===== src/hw/sps_consts.svh =====
// constants of the stepper phase sequencer: offsets, fields, resets, timing
`ifndef SPS_CONSTS_SVH
`define SPS_CONSTS_SVH

// ----------------------------------------------------------------------------
// clock and timing
// ----------------------------------------------------------------------------
`define SPS_CLK_MHZ         50
`define SPS_BOOST_ON_US     260
`define SPS_BOOST_CYCLES    (`SPS_BOOST_ON_US * `SPS_CLK_MHZ)
`define SPS_PWRUP_HOLD_NS   2000
`define SPS_PWRUP_CYCLES    ((`SPS_PWRUP_HOLD_NS * `SPS_CLK_MHZ + 999) / 1000)

// ----------------------------------------------------------------------------
// register offsets (byte addresses)
// ----------------------------------------------------------------------------
`define SPS_OFS_CTRL        8'h00
`define SPS_OFS_BOOST_TC    8'h04
`define SPS_OFS_STATUS      8'h08
`define SPS_OFS_STEP_COUNT  8'h0c

// ----------------------------------------------------------------------------
// field positions and reset values
// ----------------------------------------------------------------------------
`define SPS_CTRL_SOFT_KILL  0
`define SPS_CTRL_BOOST_EN   1
`define SPS_CTRL_RESET      2'h2
`define SPS_ST_PHASE_LSB    0
`define SPS_ST_DRIVE_LSB    4
`define SPS_ST_ZERO_LSB     8
`define SPS_ST_BOOST_LSB    10
`define SPS_ST_KILL         12
`define SPS_ST_READY        13
`define SPS_PHASE_RESET     3'h1

`endif


===== src/hw/sps_pkg.sv =====
// types shared by the stepper phase sequencer
package sps_pkg;

  // four winding drives, high means the transistor sinks current
  typedef struct packed {
    logic a1;
    logic a2;
    logic b1;
    logic b2;
  } sps_drive_t;

  // per-phase pair of flags (zero current, boost)
  typedef struct packed {
    logic a;
    logic b;
  } sps_pair_t;

  // controls captured at the falling step edge
  typedef struct packed {
    logic fwd;
    logic half;
  } sps_step_ctl_t;

  // power-up sequencing
  typedef enum logic [0:0] {
    SPS_HOLD,
    SPS_RUN
  } sps_pwr_state_t;

endpackage


===== src/hw/sps_phase_sequencer.sv =====
// stepper phase sequencer: step logic, phase drives, zero flags, bilevel timers
//
// Added by the designer: the strobed register port and the placing of the registers.
`timescale 1ns/1ps
`include "sps_consts.svh"

// What this block does
// one phase step per falling step strobe edge, never on rising edges
// in half-step mode two falling edges make one full step
// half_step_select low means half-step, high means full-step
// rotation_sense picks forward or backward walk through the states
// rotation_sense and half_step_select are taken at the falling step edge
// controller never changes direction or mode coincident with the step edge
// output_kill high forces all four phase drives off
// an unconnected logic input reads as high
// after each phase change that phase's boost output is asserted
// boost stays on for a fixed on-time, then drops
// one zero-current flag per phase at half-step positions
// each change of a phase's drive triggers that phase's boost timer
// reset sets phase state to position 1 and holds outputs inhibited until ready
// zero flags tell outside logic the phase current is switched off
// eight half-step states; full-step uses both-energised states only
// boost timer is a restartable counter with programmable terminal count
module sps_phase_sequencer
  import sps_pkg::*;
#(
  parameter int unsigned BOOST_CYCLES = `SPS_BOOST_CYCLES, // default boost on-time
  parameter int unsigned PWRUP_CYCLES = `SPS_PWRUP_CYCLES, // output hold after reset
  parameter int unsigned TC_W         = 16,                // boost counter width
  parameter int unsigned ADDR_W       = 8                  // register address width
) (
  input  wire logic              clock_in,             // 50 MHz system clock
  input  wire logic              resetn_in,            // synchronous reset, active low
  input  wire logic              step_strobe_in,       // step strobe, falling edge steps
  input  wire logic              rotation_sense_in,    // high forward, low backward
  input  wire logic              half_step_select_in,  // low half-step, high full-step
  input  wire logic              output_kill_in,       // high turns all phases off
  input  wire logic [ADDR_W-1:0] reg_addr_in,          // register byte address
  input  wire logic [31:0]       reg_wdata_in,         // register write data
  input  wire logic              reg_wr_in,            // write strobe
  input  wire logic              reg_rd_in,            // read strobe
  output logic      [31:0]       reg_rdata_out,        // read data, cycle after strobe
  output logic                   winding_a_drive_1_out, // phase a, output 1
  output logic                   winding_a_drive_2_out, // phase a, output 2
  output logic                   winding_b_drive_1_out, // phase b, output 1
  output logic                   winding_b_drive_2_out, // phase b, output 2
  output logic                   zero_current_a_out,   // phase a carries no current
  output logic                   zero_current_b_out,   // phase b carries no current
  output logic                   boost_output_a_out,   // second level drive, phase a
  output logic                   boost_output_b_out    // second level drive, phase b
);

  // --------------------------------------------------------------------------
  // functions
  // --------------------------------------------------------------------------

  // drive pattern of a half-step position; odd positions energise both phases
  function automatic sps_drive_t drive_of(input logic [2:0] s);
    sps_drive_t d;
    d    = '0;
    d.a1 = (s == 3'h7) || (s == 3'h0) || (s == 3'h1);
    d.b1 = (s == 3'h1) || (s == 3'h2) || (s == 3'h3);
    d.a2 = (s == 3'h3) || (s == 3'h4) || (s == 3'h5);
    d.b2 = (s == 3'h5) || (s == 3'h6) || (s == 3'h7);
    return d;
  endfunction

  // zero-current positions of each phase
  function automatic sps_pair_t zero_of(input logic [2:0] s);
    sps_pair_t z;
    z   = '0;
    z.a = (s == 3'h2) || (s == 3'h6);
    z.b = (s == 3'h0) || (s == 3'h4);
    return z;
  endfunction

  // next position for one step with the captured direction and mode
  function automatic logic [2:0] next_pos(input logic [2:0] s, input sps_step_ctl_t c);
    logic [2:0] inc;
    inc = 3'h1;
    // full step from a both-energised state jumps two half positions;
    // from a half position it first lands on the nearest full position
    if (!c.half && s[0]) begin
      inc = 3'h2;
    end
    if (c.fwd) begin
      return 3'(s + inc);
    end else begin
      return 3'(s - inc);
    end
  endfunction

  // --------------------------------------------------------------------------
  // declarations
  // --------------------------------------------------------------------------
  sps_pwr_state_t pwr_r, pwr_nxt;
  logic [TC_W-1:0] hold_cnt_r, hold_cnt_nxt;
  logic            strobe_prev_r, strobe_prev_nxt;
  logic [2:0]      phase_r, phase_nxt;
  logic [15:0]     step_cnt_r, step_cnt_nxt;
  logic [TC_W-1:0] boost_a_cnt_r, boost_a_cnt_nxt;
  logic [TC_W-1:0] boost_b_cnt_r, boost_b_cnt_nxt;
  logic            soft_kill_r, soft_kill_nxt;
  logic            boost_en_r, boost_en_nxt;
  logic [TC_W-1:0] boost_tc_r, boost_tc_nxt;
  logic [31:0]     rdata_r, rdata_nxt;
  sps_drive_t      drive_r, drive_nxt;
  sps_pair_t       zero_r, zero_nxt;
  sps_pair_t       boost_r, boost_nxt;

  logic            step_fall;
  sps_step_ctl_t   step_ctl;
  sps_drive_t      cur_drive;
  sps_drive_t      new_drive;
  logic            trig_a;
  logic            trig_b;
  logic            kill_any;
  logic            ready;

  // --------------------------------------------------------------------------
  // power-up hold
  // --------------------------------------------------------------------------

  // outputs stay inhibited for a short hold after reset release
  always_comb begin
    pwr_nxt      = pwr_r;
    hold_cnt_nxt = hold_cnt_r;
    case (pwr_r)
      SPS_HOLD: begin
        if (hold_cnt_r >= TC_W'(PWRUP_CYCLES - 1)) begin
          pwr_nxt = SPS_RUN;
        end else begin
          hold_cnt_nxt = hold_cnt_r + 1'b1;
        end
      end
      SPS_RUN: begin
        pwr_nxt = SPS_RUN;
      end
      default: begin
        pwr_nxt = SPS_HOLD;
      end
    endcase
  end

  always_ff @(posedge clock_in) begin
    if (!resetn_in) begin
      pwr_r      <= SPS_HOLD;
      hold_cnt_r <= '0;
    end else begin
      pwr_r      <= pwr_nxt;
      hold_cnt_r <= hold_cnt_nxt;
    end
  end

  assign ready = (pwr_r == SPS_RUN);

  // --------------------------------------------------------------------------
  // step edge detection and phase state
  // --------------------------------------------------------------------------

  // a step is taken only on a high-to-low strobe change once running;
  // the previous strobe resets high, so a strobe held low at release reads as a fall that only the hold masks
  assign step_fall         = strobe_prev_r && !step_strobe_in && ready;
  assign step_ctl.fwd      = rotation_sense_in;
  assign step_ctl.half     = !half_step_select_in;

  // phase position, strobe history and step count
  always_comb begin
    strobe_prev_nxt = step_strobe_in;
    phase_nxt       = phase_r;
    step_cnt_nxt    = step_cnt_r;
    if (step_fall) begin
      phase_nxt    = next_pos(phase_r, step_ctl);
      step_cnt_nxt = step_cnt_r + 16'h0001;
    end
  end

  always_ff @(posedge clock_in) begin
    if (!resetn_in) begin
      strobe_prev_r <= 1'b1;
      phase_r       <= `SPS_PHASE_RESET;
      step_cnt_r    <= '0;
    end else begin
      strobe_prev_r <= strobe_prev_nxt;
      phase_r       <= phase_nxt;
      step_cnt_r    <= step_cnt_nxt;
    end
  end

  // --------------------------------------------------------------------------
  // bilevel timers
  // --------------------------------------------------------------------------

  // a phase triggers whenever the pair of drives belonging to it changes
  assign cur_drive = drive_of(phase_r);
  assign new_drive = drive_of(phase_nxt);
  assign trig_a    = step_fall
                     && ({cur_drive.a1, cur_drive.a2} != {new_drive.a1, new_drive.a2});
  assign trig_b    = step_fall
                     && ({cur_drive.b1, cur_drive.b2} != {new_drive.b1, new_drive.b2});

  // each counter reloads on a new trigger and counts down to zero
  always_comb begin
    boost_a_cnt_nxt = boost_a_cnt_r;
    boost_b_cnt_nxt = boost_b_cnt_r;
    if (trig_a && boost_en_r) begin
      boost_a_cnt_nxt = boost_tc_r;
    end else if (boost_a_cnt_r != '0) begin
      boost_a_cnt_nxt = boost_a_cnt_r - 1'b1;
    end
    if (trig_b && boost_en_r) begin
      boost_b_cnt_nxt = boost_tc_r;
    end else if (boost_b_cnt_r != '0) begin
      boost_b_cnt_nxt = boost_b_cnt_r - 1'b1;
    end
    // a kill drops any running on-time, so boost never resumes part-way after release
    if (kill_any) begin
      boost_a_cnt_nxt = '0;
      boost_b_cnt_nxt = '0;
    end
  end

  always_ff @(posedge clock_in) begin
    if (!resetn_in) begin
      boost_a_cnt_r <= '0;
      boost_b_cnt_r <= '0;
    end else begin
      boost_a_cnt_r <= boost_a_cnt_nxt;
      boost_b_cnt_r <= boost_b_cnt_nxt;
    end
  end

  // --------------------------------------------------------------------------
  // output stage
  // --------------------------------------------------------------------------

  // kill from the pin or from software; outputs held off until ready
  assign kill_any = output_kill_in || soft_kill_r || !ready;

  // registered drives follow the next phase, so they change with the step
  always_comb begin
    drive_nxt   = new_drive;
    zero_nxt    = zero_of(phase_nxt);
    boost_nxt.a = (boost_a_cnt_nxt != '0);
    boost_nxt.b = (boost_b_cnt_nxt != '0);
    if (kill_any) begin
      drive_nxt = '0;
      boost_nxt = '0;
    end
    if (!ready) begin
      zero_nxt = '0;
    end
  end

  always_ff @(posedge clock_in) begin
    if (!resetn_in) begin
      drive_r <= '0;
      zero_r  <= '0;
      boost_r <= '0;
    end else begin
      drive_r <= drive_nxt;
      zero_r  <= zero_nxt;
      boost_r <= boost_nxt;
    end
  end

  assign winding_a_drive_1_out = drive_r.a1;
  assign winding_a_drive_2_out = drive_r.a2;
  assign winding_b_drive_1_out = drive_r.b1;
  assign winding_b_drive_2_out = drive_r.b2;
  assign zero_current_a_out    = zero_r.a;
  assign zero_current_b_out    = zero_r.b;
  assign boost_output_a_out    = boost_r.a;
  assign boost_output_b_out    = boost_r.b;

  // --------------------------------------------------------------------------
  // register port
  // --------------------------------------------------------------------------

  // writes steer the soft kill, boost enable and boost on-time
  always_comb begin
    soft_kill_nxt = soft_kill_r;
    boost_en_nxt  = boost_en_r;
    boost_tc_nxt  = boost_tc_r;
    if (reg_wr_in) begin
      case (reg_addr_in)
        `SPS_OFS_CTRL: begin
          soft_kill_nxt = reg_wdata_in[`SPS_CTRL_SOFT_KILL];
          boost_en_nxt  = reg_wdata_in[`SPS_CTRL_BOOST_EN];
        end
        `SPS_OFS_BOOST_TC: begin
          boost_tc_nxt = reg_wdata_in[TC_W-1:0];
        end
        default: begin
          boost_tc_nxt = boost_tc_r;
        end
      endcase
    end
  end

  // reads return data in the cycle after the strobe, zero otherwise
  always_comb begin
    rdata_nxt = '0;
    if (reg_rd_in) begin
      case (reg_addr_in)
        `SPS_OFS_CTRL: begin
          rdata_nxt[`SPS_CTRL_SOFT_KILL] = soft_kill_r;
          rdata_nxt[`SPS_CTRL_BOOST_EN]  = boost_en_r;
        end
        `SPS_OFS_BOOST_TC: begin
          rdata_nxt[TC_W-1:0] = boost_tc_r;
        end
        `SPS_OFS_STATUS: begin
          rdata_nxt[`SPS_ST_PHASE_LSB +: 3] = phase_r;
          rdata_nxt[`SPS_ST_DRIVE_LSB +: 4] = drive_r;
          rdata_nxt[`SPS_ST_ZERO_LSB +: 2]  = zero_r;
          rdata_nxt[`SPS_ST_BOOST_LSB +: 2] = boost_r;
          rdata_nxt[`SPS_ST_KILL]           = kill_any;
          rdata_nxt[`SPS_ST_READY]          = ready;
        end
        `SPS_OFS_STEP_COUNT: begin
          rdata_nxt[15:0] = step_cnt_r;
        end
        default: begin
          rdata_nxt = '0;
        end
      endcase
    end
  end

  always_ff @(posedge clock_in) begin
    if (!resetn_in) begin
      soft_kill_r <= 1'b0;
      boost_en_r  <= 1'(`SPS_CTRL_RESET >> `SPS_CTRL_BOOST_EN);
      boost_tc_r  <= TC_W'(BOOST_CYCLES);
      rdata_r     <= '0;
    end else begin
      soft_kill_r <= soft_kill_nxt;
      boost_en_r  <= boost_en_nxt;
      boost_tc_r  <= boost_tc_nxt;
      rdata_r     <= rdata_nxt;
    end
  end

  assign reg_rdata_out = rdata_r;

endmodule


===== config.mk =====
export PLATFORM = sky130hd
export DESIGN_NAME = sps_phase_sequencer
export DESIGN_NICKNAME = d
export VERILOG_FILES = /design/src/hw/sps_pkg.sv /design/src/hw/sps_phase_sequencer.sv
export VERILOG_INCLUDE_DIRS = /design/src /design/src/hw
export SDC_FILE = /design/constraint.sdc
export NUM_CORES = 1
export LEC_CHECK = 0
export ABC_CLOCK_PERIOD_IN_PS = 3900
export BUFFER_PORTS_ARGS = -buffer_cell sky130_fd_sc_hd__buf_2
export CAP_MARGIN = 20
export CORE_UTILIZATION = 50
export CTS_BUF_LIST = sky130_fd_sc_hd__clkbuf_4 sky130_fd_sc_hd__clkbuf_8
export CTS_CLUSTER_DIAMETER = 150
export DETAILED_ROUTE_END_ITERATION = 8
export GPL_ROUTABILITY_DRIVEN = 0
export GPL_TIMING_DRIVEN = 0
export HOLD_SLACK_MARGIN = 0.02
export PLACE_DENSITY = 0.76
export SLEW_MARGIN = 20
export SYNTH_ARGS = -nofsm -noshare
export SYNTH_HDL_FRONTEND = slang
export SYNTH_SLANG_ARGS = --single-unit

===== constraint.sdc =====
create_clock -name clock_in -period 3.9 [get_ports clock_in]
set_input_delay 0.39 -clock clock_in [delete_from_list [all_inputs] [get_ports clock_in]]
set_output_delay 0.39 -clock clock_in [all_outputs]
set_load 0.01 [all_outputs]

==> results.sh, run 1 <==
export IMPL_yosysSeqAreaShare_pct=40.5
export IMPL_rr_endpoint="boost_a_cnt_r[12]"
export IMPL_first_pass_iters=5
export IMPL_max_cap_viol_count=0
export IMPL_min_period_ns=3.56
export IMPL_clock_latency_ns=0.38
export IMPL_holdWs_ns=0.216
export IMPL_arrival_ns=3.86
export IMPL_num_nets_final=783
export IMPL_cts_tree="built"
export IMPL_crit_path_frequent_cell="clkbuf_1"
export IMPL_whs_endpoint="strobe_prev_r"
export IMPL_dp_hpwl_mm=10.8
export IMPL_synth_area_um2=5490
export IMPL_slew_viol_final=0
export IMPL_fp_dieW_um=107
export IMPL_timing_slew_headroom_pct=48.8
export IMPL_cts_sinks=111
export IMPL_area_growth_pct=12.3
export IMPL_synthArstFlopShare_pct=0
export IMPL_crit_type="reg2reg"
export IMPL_yosysWarningCount=0
export IMPL_placed_area_um2=5980
export IMPL_crit_start="phase_r[0]"
export IMPL_crit_chain="nand2_1 -> and2_1 -> fa_1 -> xnor2_1 -> mux2i_1 -> a2bb2oi_2 -> clkbuf_1 -> clkbuf_1 -> nor2_1 -> a211oi_1"
export IMPL_diodes=0
export IMPL_synthAdderAreaFrac_pct=1.96
export IMPL_fin_skew_ns=0.0112
export IMPL_grt_ovfl_total=0
export IMPL_portBuffers=52
export IMPL_post_route_drc_count=0
export IMPL_worst_ep_required_time_ns=4.20
export IMPL_ys_types=63
export IMPL_layout_drive_gt1_share_pct=16.4
export IMPL_via_per_inst=5.84
export IMPL_antenna_found_initial=0
export IMPL_grt_pass1_wl_mm=23.2
export IMPL_cts_buffers_inserted=9
export IMPL_postRouteAntennaNets=0
export IMPL_status="complete, no violations"
export IMPL_crit_fanout=10
export IMPL_hold_path_class="in2reg"
export IMPL_finalInstanceArea_um2=6160
export IMPL_coreArea_um2=10500
export IMPL_timing_critical_path_buf_inv=2
export IMPL_synthFlopType="dfxtp_1"
export IMPL_synth_avg_cell_area_um2=8.46
export IMPL_nFillCells=938
export IMPL_synth_cells=649
export IMPL_synth_simple_gate_area_share_pct=27.2
export IMPL_hold_viol=0
export IMPL_grt_pass1_vias=4623
export IMPL_tns_ns=0
export IMPL_critPathMaxStageDelay_ns=0.50
export IMPL_cp_top_family="buffers and inverters"
export IMPL_endpoint_kind="flip-flop"
export IMPL_worstMarginPinSlew_ns=0.762
export IMPL_ctsHtreeMaxLevel=3
export IMPL_via_count=5065
export IMPL_pwr_density_cell_nw_per_um2=308
export IMPL_dp_worst_setup_slack_ns=0.167
export IMPL_initial_utilization_pct=52.3
export IMPL_rsz0062_at_grt="no"
export IMPL_clk_pin_slew_ns=0.10
export IMPL_pin_count=88
export IMPL_fin_ws_ns=0.339
export IMPL_cp_start_kind="flip-flop"
export IMPL_synth_xor_area_share_pct=6.06
export IMPL_hold_depth=2
export IMPL_p_leak_nw=2.54
export IMPL_setup_viol=0
export IMPL_synth_edff_count=0
export IMPL_placementRows=37
export IMPL_rrSetupSlack_ns=0.34
export IMPL_r2r_cells=10
export IMPL_clock_path_buffers=2
export IMPL_track_usage_pct=26.2
export IMPL_die_height_um=107
export IMPL_min_from="step_strobe_in"
export IMPL_cts_root_buf="clkbuf_8"
export IMPL_wl_per_cell_um=16.7
export IMPL_ys_ff_latch=111
export IMPL_slowest_stage="dfxtp_1"
export IMPL_synth_compound_area_share_pct=12.4
export IMPL_timing_rr_start="phase_r[0]"
export IMPL_synthMuxAreaShare_pct=5.81
export IMPL_synth_top_family_by_area="simple AND/OR/NAND/NOR gates"
export IMPL_grt_max_degree=18
export IMPL_die_area_um2=11400
export IMPL_vdd_drop_max_mv=0.231
export IMPL_wl_mm=14.5
export IMPL_fin_crit_sh_pct=91.3
export IMPL_drt_initial_drc_count=539
export IMPL_max_freq_mhz=281
export IMPL_post_cts_setup_buffers=0
[routing by layer]
metal	part of all wire, %	GRT usage [%]	vias to the layer above
li1	-	-	2399
met1	44	35.3	2397
met2	46	41.5	235
met3	7.8	4.32	34
met4	2.3	11.0	0
met5	0	0	-
[placed cells by master, fill, tap and decap left out, types with 15 or more instances in the layout]
cell and count:
a21oi_1 26, and2_1 17, buf_2 53, buf_4 17, clkbuf_1 21, conb_1 16, dfxtp_1 111, mux2i_1 15
nand2_1 68, nand3_1 22, nor2_1 91, nor3_1 22, nor4_1 16, o21ai_0 21, xnor2_1 22, xor2_1 16
[per-stage QoR]
step	total power, W	util [%]	cells
finish	0.00190	58.7	868
floorplan	0.00123	-	664
CTS	0.00190	58.6	868
global route	0.00196	58.7	868
global placement	0.00126	56.9	852
detailed placement	0.00126	56.9	852
[synth_stat cells, types with 3 or more instances]
library cell / n / area share [%]
buf_6: 4 / 0.82
nor2_1: 91 / 6.2
xor2_1: 16 / 2.6
or3_1: 10 / 1.1
o31ai_1: 5 / 0.68
a211oi_1: 14 / 1.9
xnor2_1: 22 / 3.5
mux2_2: 11 / 2.3
buf_1: 3 / 0.21
and2_1: 17 / 1.9
nor4_1: 16 / 1.8
a31oi_1: 3 / 0.34
buf_4: 17 / 2.3
nand3b_1: 4 / 0.55
nand2_1: 68 / 4.6
a21oi_1: 26 / 2.4
inv_1: 13 / 0.89
mux2i_1: 15 / 2.7
nor3_1: 22 / 2.0
clkbuf_1: 21 / 1.4
nor2b_1: 8 / 0.91
or2_2: 4 / 0.46
or4_1: 6 / 0.82
dfxtp_1: 111 / 40
and3_1: 4 / 0.46
nand3_1: 22 / 2.0
and4_1: 3 / 0.48
nand4_1: 9 / 1.0
ha_1: 7 / 1.6
nor3b_1: 3 / 0.41
o21ai_0: 21 / 1.9
a22oi_1: 11 / 1.5
o21a_1: 3 / 0.41
[state kept, by name (all words and copies together), names as in the netlist, 3 cells and up]
name / cells
hold_cnt_r: 16
boost_a_cnt_r: 16
reg_rdata_out: 16
boost_b_cnt_r: 16
phase_r: 3
boost_tc_r: 16
step_cnt_r: 16
[power by group]
part           switching (W)  internal [W]  total (W)  leakage, nW
registers         0.00000320       0.00114    0.00114        0.895
clock network       0.000389      0.000268   0.000657       0.0980
logic              0.0000552     0.0000449   0.000100         1.54
total               0.000448       0.00145    0.00190         2.54
[worst register-to-register path, stage by stage, from the launching register on]
cell       delay [ns]
dfxtp_1          0.50
nand2_1          0.11
and2_1           0.19
fa_1             0.40
xnor2_1          0.39
mux2i_1          0.29
a2bb2oi_2        0.38
clkbuf_1         0.45
clkbuf_1         0.46
nor2_1           0.11
a211oi_1         0.22
[logic make-up after synthesis]
group	count (synthesis)
fa+ha+maj	8
mux	28
xor+xnor	38
other cells	1
flops	111
simple gates	300
buf+inv	61
compound gates	102
[how the worst max path moves through the flow]
stage | end | slack [ns] | depth (start not counted)
6_report | boost_a_cnt_r[12] | 0.34 | 10
3_5_place_dp | boost_a_cnt_r[9] | 0.17 | 10
3_3_place_gp | boost_a_cnt_r[14] | 0.28 | 10
5_1_grt | boost_a_cnt_r[9] | 0.03 | 10
2_1_floorplan | boost_a_cnt_r[12] | 0.99 | 11
4_1_cts | boost_a_cnt_r[15] | 0.14 | 10
[layout make-up]
| cell class | count | area (um^2) | area share, % |
|---|---|---|---|
| tap | 136 | 170 | 2.76 |
| buffer | 47 | 277 | 4.49 |
| clock buffer | 12 | 153 | 2.48 |
| clock inverter | 4 | 27.5 | 0.447 |
| timing repair buffer | 52 | 260 | 4.22 |
| multi-input combinational | 492 | 3000 | 48.7 |
| sequential | 111 | 2220 | 36.0 |
| inverter | 14 | 52.6 | 0.852 |
[repair_timing]
action                                  in CTS  in global routing
endpoints found under the setup margin       0                 13
hold buffers                                 0                  0
resized for setup                            0                  1
endpoints found under the hold margin        0                  0
Note: power is estimated with default switching activity, not from simulation.
==> run 2: changes to the inputs <==
- SETUP_SLACK_MARGIN: not set -> 0.5
==> results.sh, run 2 (synthesis results as in run 1) <==
export IMPL_status="complete, no violations"
export IMPL_coreArea_um2=10500
export IMPL_setup_viol=0
export IMPL_r2r_cells=11
export IMPL_portBuffers=52
export IMPL_grt_max_degree=18
export IMPL_grt_pass1_wl_mm=23.1
export IMPL_mostFrequentLayoutCells="111 x dfxtp_1, 91 x nor2_1, 68 x nand2_1"
export IMPL_p_int_w=0.00145
export IMPL_hold_depth=2
export IMPL_p_seq_share_pct=60.0
export IMPL_timing_slew_headroom_pct=49.9
export IMPL_fin_skew_ns=0.0124
export IMPL_rrSetupSlack_ns=0.65
export IMPL_num_nets_final=783
export IMPL_min_period_ns=3.25
export IMPL_swShare_pct=23.6
export IMPL_fp_dieW_um=107
export IMPL_nFillCells=933
export IMPL_postRouteAntennaNets=0
export IMPL_post_route_drc_count=0
export IMPL_p_leak_nw=2.56
export IMPL_pin_count=88
export IMPL_hold_path_class="in2reg"
export IMPL_ctsHtreeMaxLevel=3
export IMPL_arrival_ns=3.49
export IMPL_slew_viol_final=0
export IMPL_vdd_drop_max_mv=0.230
export IMPL_first_pass_iters=7
export IMPL_diodes=0
export IMPL_die_height_um=107
export IMPL_via_count=5098
export IMPL_mostFrequentLayoutCell="dfxtp_1"
export IMPL_rsz0062_at_grt="yes"
export IMPL_tns_ns=0
export IMPL_fin_crit_sh_pct=83.2
export IMPL_crit_fanout=10
export IMPL_grt_ovfl_total=0
export IMPL_clock_latency_ns=0.38
export IMPL_antenna_found_initial=0
export IMPL_wl_per_cell_um=16.7
export IMPL_via_per_inst=5.87
export IMPL_clockPowerShare_pct=34.5
export IMPL_max_cap_viol_count=0
export IMPL_clock_path_buffers=2
export IMPL_track_usage_pct=26.1
export IMPL_cp_start_kind="flip-flop"
export IMPL_cts_buffers_inserted=9
export IMPL_placementRows=37
export IMPL_drt_initial_drc_count=543
export IMPL_initial_utilization_pct=52.3
export IMPL_wl_mm=14.5
export IMPL_worst_ep_required_time_ns=4.14
export IMPL_timing_rr_start="phase_r[0]"
export IMPL_rr_endpoint="boost_output_b_out"
export IMPL_worstMarginPinSlew_ns=0.746
export IMPL_hold_viol=0
export IMPL_post_cts_setup_buffers=0
export IMPL_die_area_um2=11400
export IMPL_dp_hpwl_mm=10.8
export IMPL_cts_tree="built"
export IMPL_clk_pin_slew_ns=0.11
export IMPL_whs_endpoint="strobe_prev_r"
export IMPL_grt_pass1_vias=4620
export IMPL_max_freq_mhz=308
export IMPL_layout_drive_gt1_share_pct=17.1
export IMPL_min_from="step_strobe_in"
export IMPL_netSwitchingPower_w=0.000448
export IMPL_cts_root_buf="clkbuf_8"
export IMPL_crit_type="reg2reg"
export IMPL_hold_buffers=0
export IMPL_cts_sinks=111
export IMPL_area_growth_pct=12.7
export IMPL_pwr_share_comb_pct=5.5
export IMPL_pwr_density_cell_nw_per_um2=307
export IMPL_final_util_pct=58.9
export IMPL_endpoint_kind="flip-flop"
[run 2: worst max path at each step]
| stage | start | to | cells after the start |
|---|---|---|---|
| after floorplan | phase_r[0] | boost_a_cnt_r[12] | 11 |
| after global placement | phase_r[0] | boost_a_cnt_r[14] | 10 |
| after detailed placement | phase_r[0] | boost_a_cnt_r[9] | 10 |
| after CTS | phase_r[0] | boost_output_b_out | 11 |
| after global routing | phase_r[0] | boost_output_b_out | 9 |
| final | phase_r[0] | boost_output_b_out | 11 |
[run 2: per-stage QoR]
stage / setup slack (ns) / hold slack [ns] / cell area (um^2) / total power (W) / instances
global route: 0.371 / 0.224 / 6190 / 0.00196 / 868
floorplan: 0.994 / 0.430 / 5550 / 0.00123 / 664
CTS: 0.602 / 0.208 / 6170 / 0.00190 / 868
global placement: 0.283 / 0.442 / 5980 / 0.00126 / 852
detailed placement: 0.167 / 0.450 / 5980 / 0.00126 / 852
finish: 0.653 / 0.221 / 6190 / 0.00190 / 868
[run 2: final cells by class]
cell class	count	area (um^2)	area share, %
clock buffers	12	153	2.47
plain buffers	47	282	4.55
inverters	14	52.6	0.849
multi-input cells	492	3020	48.8
repair buffers	52	260	4.21
well taps	136	170	2.75
clock inverters	4	27.5	0.445
flip-flops and latches	111	2220	35.9
[run 2: layer usage]
layer	track usage (%)	routed length [um]	up-vias
met5	0	0	-
met4	11.0	350	0
met3	4.32	1210	36
met2	41.5	6700	259
met1	35.2	6270	2405
li1	-	-	2398
[run 2: critical path: stages, from the launching register on]
cell and delay, ns:
dfxtp_1 0.51, nand2_1 0.11, and2_1 0.19, fa_1 0.62, nand2b_1 0.12, o311ai_1 0.35
or2_2 0.19, buf_6 0.13, mux2i_1 0.31, o21ai_0 0.16, nor4b_2 0.26, a31oi_1 0.14
[run 2: power groups by stage]
stage                     sequential, W  combinational, W  clock, W
after global routing            0.00114          0.000112  0.000706
final                           0.00114          0.000104  0.000656
after detailed placement        0.00117         0.0000975         0
after floorplan                 0.00116         0.0000666         0
after global placement          0.00117         0.0000954         0
after CTS                       0.00114         0.0000989  0.000665
[run 2: what timing repair did]
action                                  4_1_cts  5_1_grt
pin swaps                                     0        0
endpoints found under the setup margin       13       23
resized for setup                             3        7
gates cloned                                  0        0
==> run 3: changes to the inputs <==
- ABC_CLOCK_PERIOD_IN_PS: 3900 -> 3200
- clock period: 3.9 -> 3.2 ns (I/O delays scaled with it)
==> results.sh, run 3 (synthesis results as in run 1) <==
export IMPL_register_area_um2=2230
export IMPL_placed_area_um2=5990
export IMPL_placementRows=37
export IMPL_initial_utilization_pct=52.3
export IMPL_num_nets_final=797
export IMPL_endpoint_kind="flip-flop"
export IMPL_fin_skew_ns=0.0251
export IMPL_max_cap_viol_count=0
export IMPL_coreArea_um2=10500
export IMPL_dp_worst_setup_slack_ns=0.0771
export IMPL_die_height_um=107
export IMPL_first_pass_iters=5
export IMPL_use_met1_pct=34.7
export IMPL_pwr_density_cell_nw_per_um2=359
export IMPL_swShare_pct=25.3
export IMPL_clk_pin_slew_ns=0.11
export IMPL_crit_type="reg2reg"
export IMPL_track_usage_pct=27.0
export IMPL_cts_root_buf="clkbuf_8"
export IMPL_netSwitchingPower_w=0.000591
export IMPL_grt_pass1_wl_mm=23.9
export IMPL_worstMarginPinSlew_ns=0.768
export IMPL_via_per_inst=5.90
export IMPL_via_count=5212
export IMPL_grtUsageMet3_pct=5.29
export IMPL_p_int_w=0.00175
export IMPL_slew_viol_final=0
export IMPL_antenna_found_initial=1
export IMPL_fin_ws_ns=0.361
export IMPL_grt_max_degree=20
export IMPL_hold_path_class="in2reg"
export IMPL_rsz0062_at_grt="yes"
export IMPL_mostFrequentLayoutCells="109 x dfxtp_1, 90 x nor2_1, 67 x nand2_1"
export IMPL_max_freq_mhz=352
export IMPL_arrival_ns=3.10
export IMPL_met2_usage_pct=44.3
export IMPL_setup_viol=0
export IMPL_worst_ep_required_time_ns=3.46
export IMPL_status="complete, no violations"
export IMPL_p_total_w=0.00234
export IMPL_area_growth_pct=18.6
export IMPL_postRouteAntennaNets=0
export IMPL_hold_viol=0
export IMPL_p_leak_nw=2.66
export IMPL_min_period_ns=2.84
export IMPL_wl_per_cell_um=17.2
export IMPL_multi_input_area_um2=3200
export IMPL_drt_initial_drc_count=545
export IMPL_fp_dieW_um=107
export IMPL_post_route_drc_count=0
export IMPL_layout_drive_gt1_share_pct=22.3
export IMPL_pin_count=88
export IMPL_mostFrequentLayoutCell="dfxtp_1"
export IMPL_cts_tree="built"
export IMPL_hold_buffers=0
export IMPL_layout_cells_non_filler=883
export IMPL_timing_slew_headroom_pct=48.4
export IMPL_pwr_share_comb_pct=6.4
export IMPL_clockPowerShare_pct=34.2
export IMPL_finalInstanceArea_um2=6510
export IMPL_cp_start_kind="flip-flop"
export IMPL_grt_pass1_vias=4829
export IMPL_vdd_drop_max_mv=0.319
export IMPL_clock_path_buffers=2
export IMPL_cts_buffers_inserted=9
export IMPL_nFillCells=863
export IMPL_tns_ns=0
export IMPL_dp_hpwl_mm=10.8
export IMPL_p_seq_share_pct=59.4
export IMPL_fin_crit_sh_pct=88.7
export IMPL_dp_cells=852
export IMPL_crit_fanout=7
export IMPL_busiest_layer="met2"
export IMPL_grt_ovfl_total=0
export IMPL_ctsHtreeMaxLevel=3
export IMPL_cts_sinks=111
export IMPL_wl_mm=15.2
export IMPL_die_area_um2=11400
export IMPL_portBuffers=52
export IMPL_clock_latency_ns=0.40
-- run 3: cell types whose count changed in the layout (fill, tap and decap cells not counted), sizes merged --
cell,delta
buf,+17
clkbuf,-6
diode,+1
clkinv,+2
clkinvlp,+1
-- run 3: cell type report --
cell class	count	area share [%]
Tap cell	136	2.61
Antenna cell	1	0.0384
Timing Repair Buffer	66	5.86
Inverter	14	0.807
Buffer	47	4.65
Clock buffer	9	1.90
Sequential cell	111	34.2
Multi-Input combinational cell	492	49.1
Clock inverter	7	0.846
-- run 3: worst paths after layout --
path | startpoint | to | slack [ns] | depth (start not counted)
worst min register to register | hold_cnt_r[9] | hold_cnt_r[9] | 0.47 | 1
worst max register to register | phase_r[0] | boost_output_b_out | 0.36 | 11
worst min-delay path | reg_wdata_in[7] | boost_tc_r[7] | 0.13 | 3
worst max-delay path | phase_r[0] | boost_output_b_out | 0.36 | 11
-- run 3: timing repair --
item / CTS / global route
gates resized for setup: 28 / 28
setup endpoints to repair: 27 / 18
pin swaps: 5 / 12
buffers inserted: 12 / 2
-- run 3: routing by layer --
layer | vias up | wire [um]
li1 | 2443 | -
met1 | 2424 | 6330
met2 | 302 | 7030
met3 | 43 | 1430
met4 | 0 | 391
met5 | - | 0
-- run 3: critical path: stages (launching register included) --
cell and delay [ns]:
dfxtp_4 0.40, nand2_4 0.07, and2_4 0.14, fa_2 0.61, nand2b_4 0.08, and3b_2 0.23, or2_4 0.26, buf_8 0.14
or4_4 0.42, o21ai_2 0.06, and4_1 0.20, a31oi_1 0.11
-- run 3: through the flow --
step | util, % | hold slack, ns
detailed placement | 57.0 | 0.447
finish | 62.0 | 0.131
CTS | 60.8 | 0.124
floorplan | - | 0.421
global route | 61.9 | 0.146
global placement | 57.0 | 0.442
-- run 3: power groups by stage --
stage	logic, W	registers [W]	clock network [W]
floorplan	0.0000826	0.00142	0
global placement	0.000118	0.00142	0
detailed placement	0.000120	0.00142	0
CTS	0.000138	0.00139	0.000808
global route	0.000162	0.00139	0.000858
finish	0.000149	0.00139	0.000800
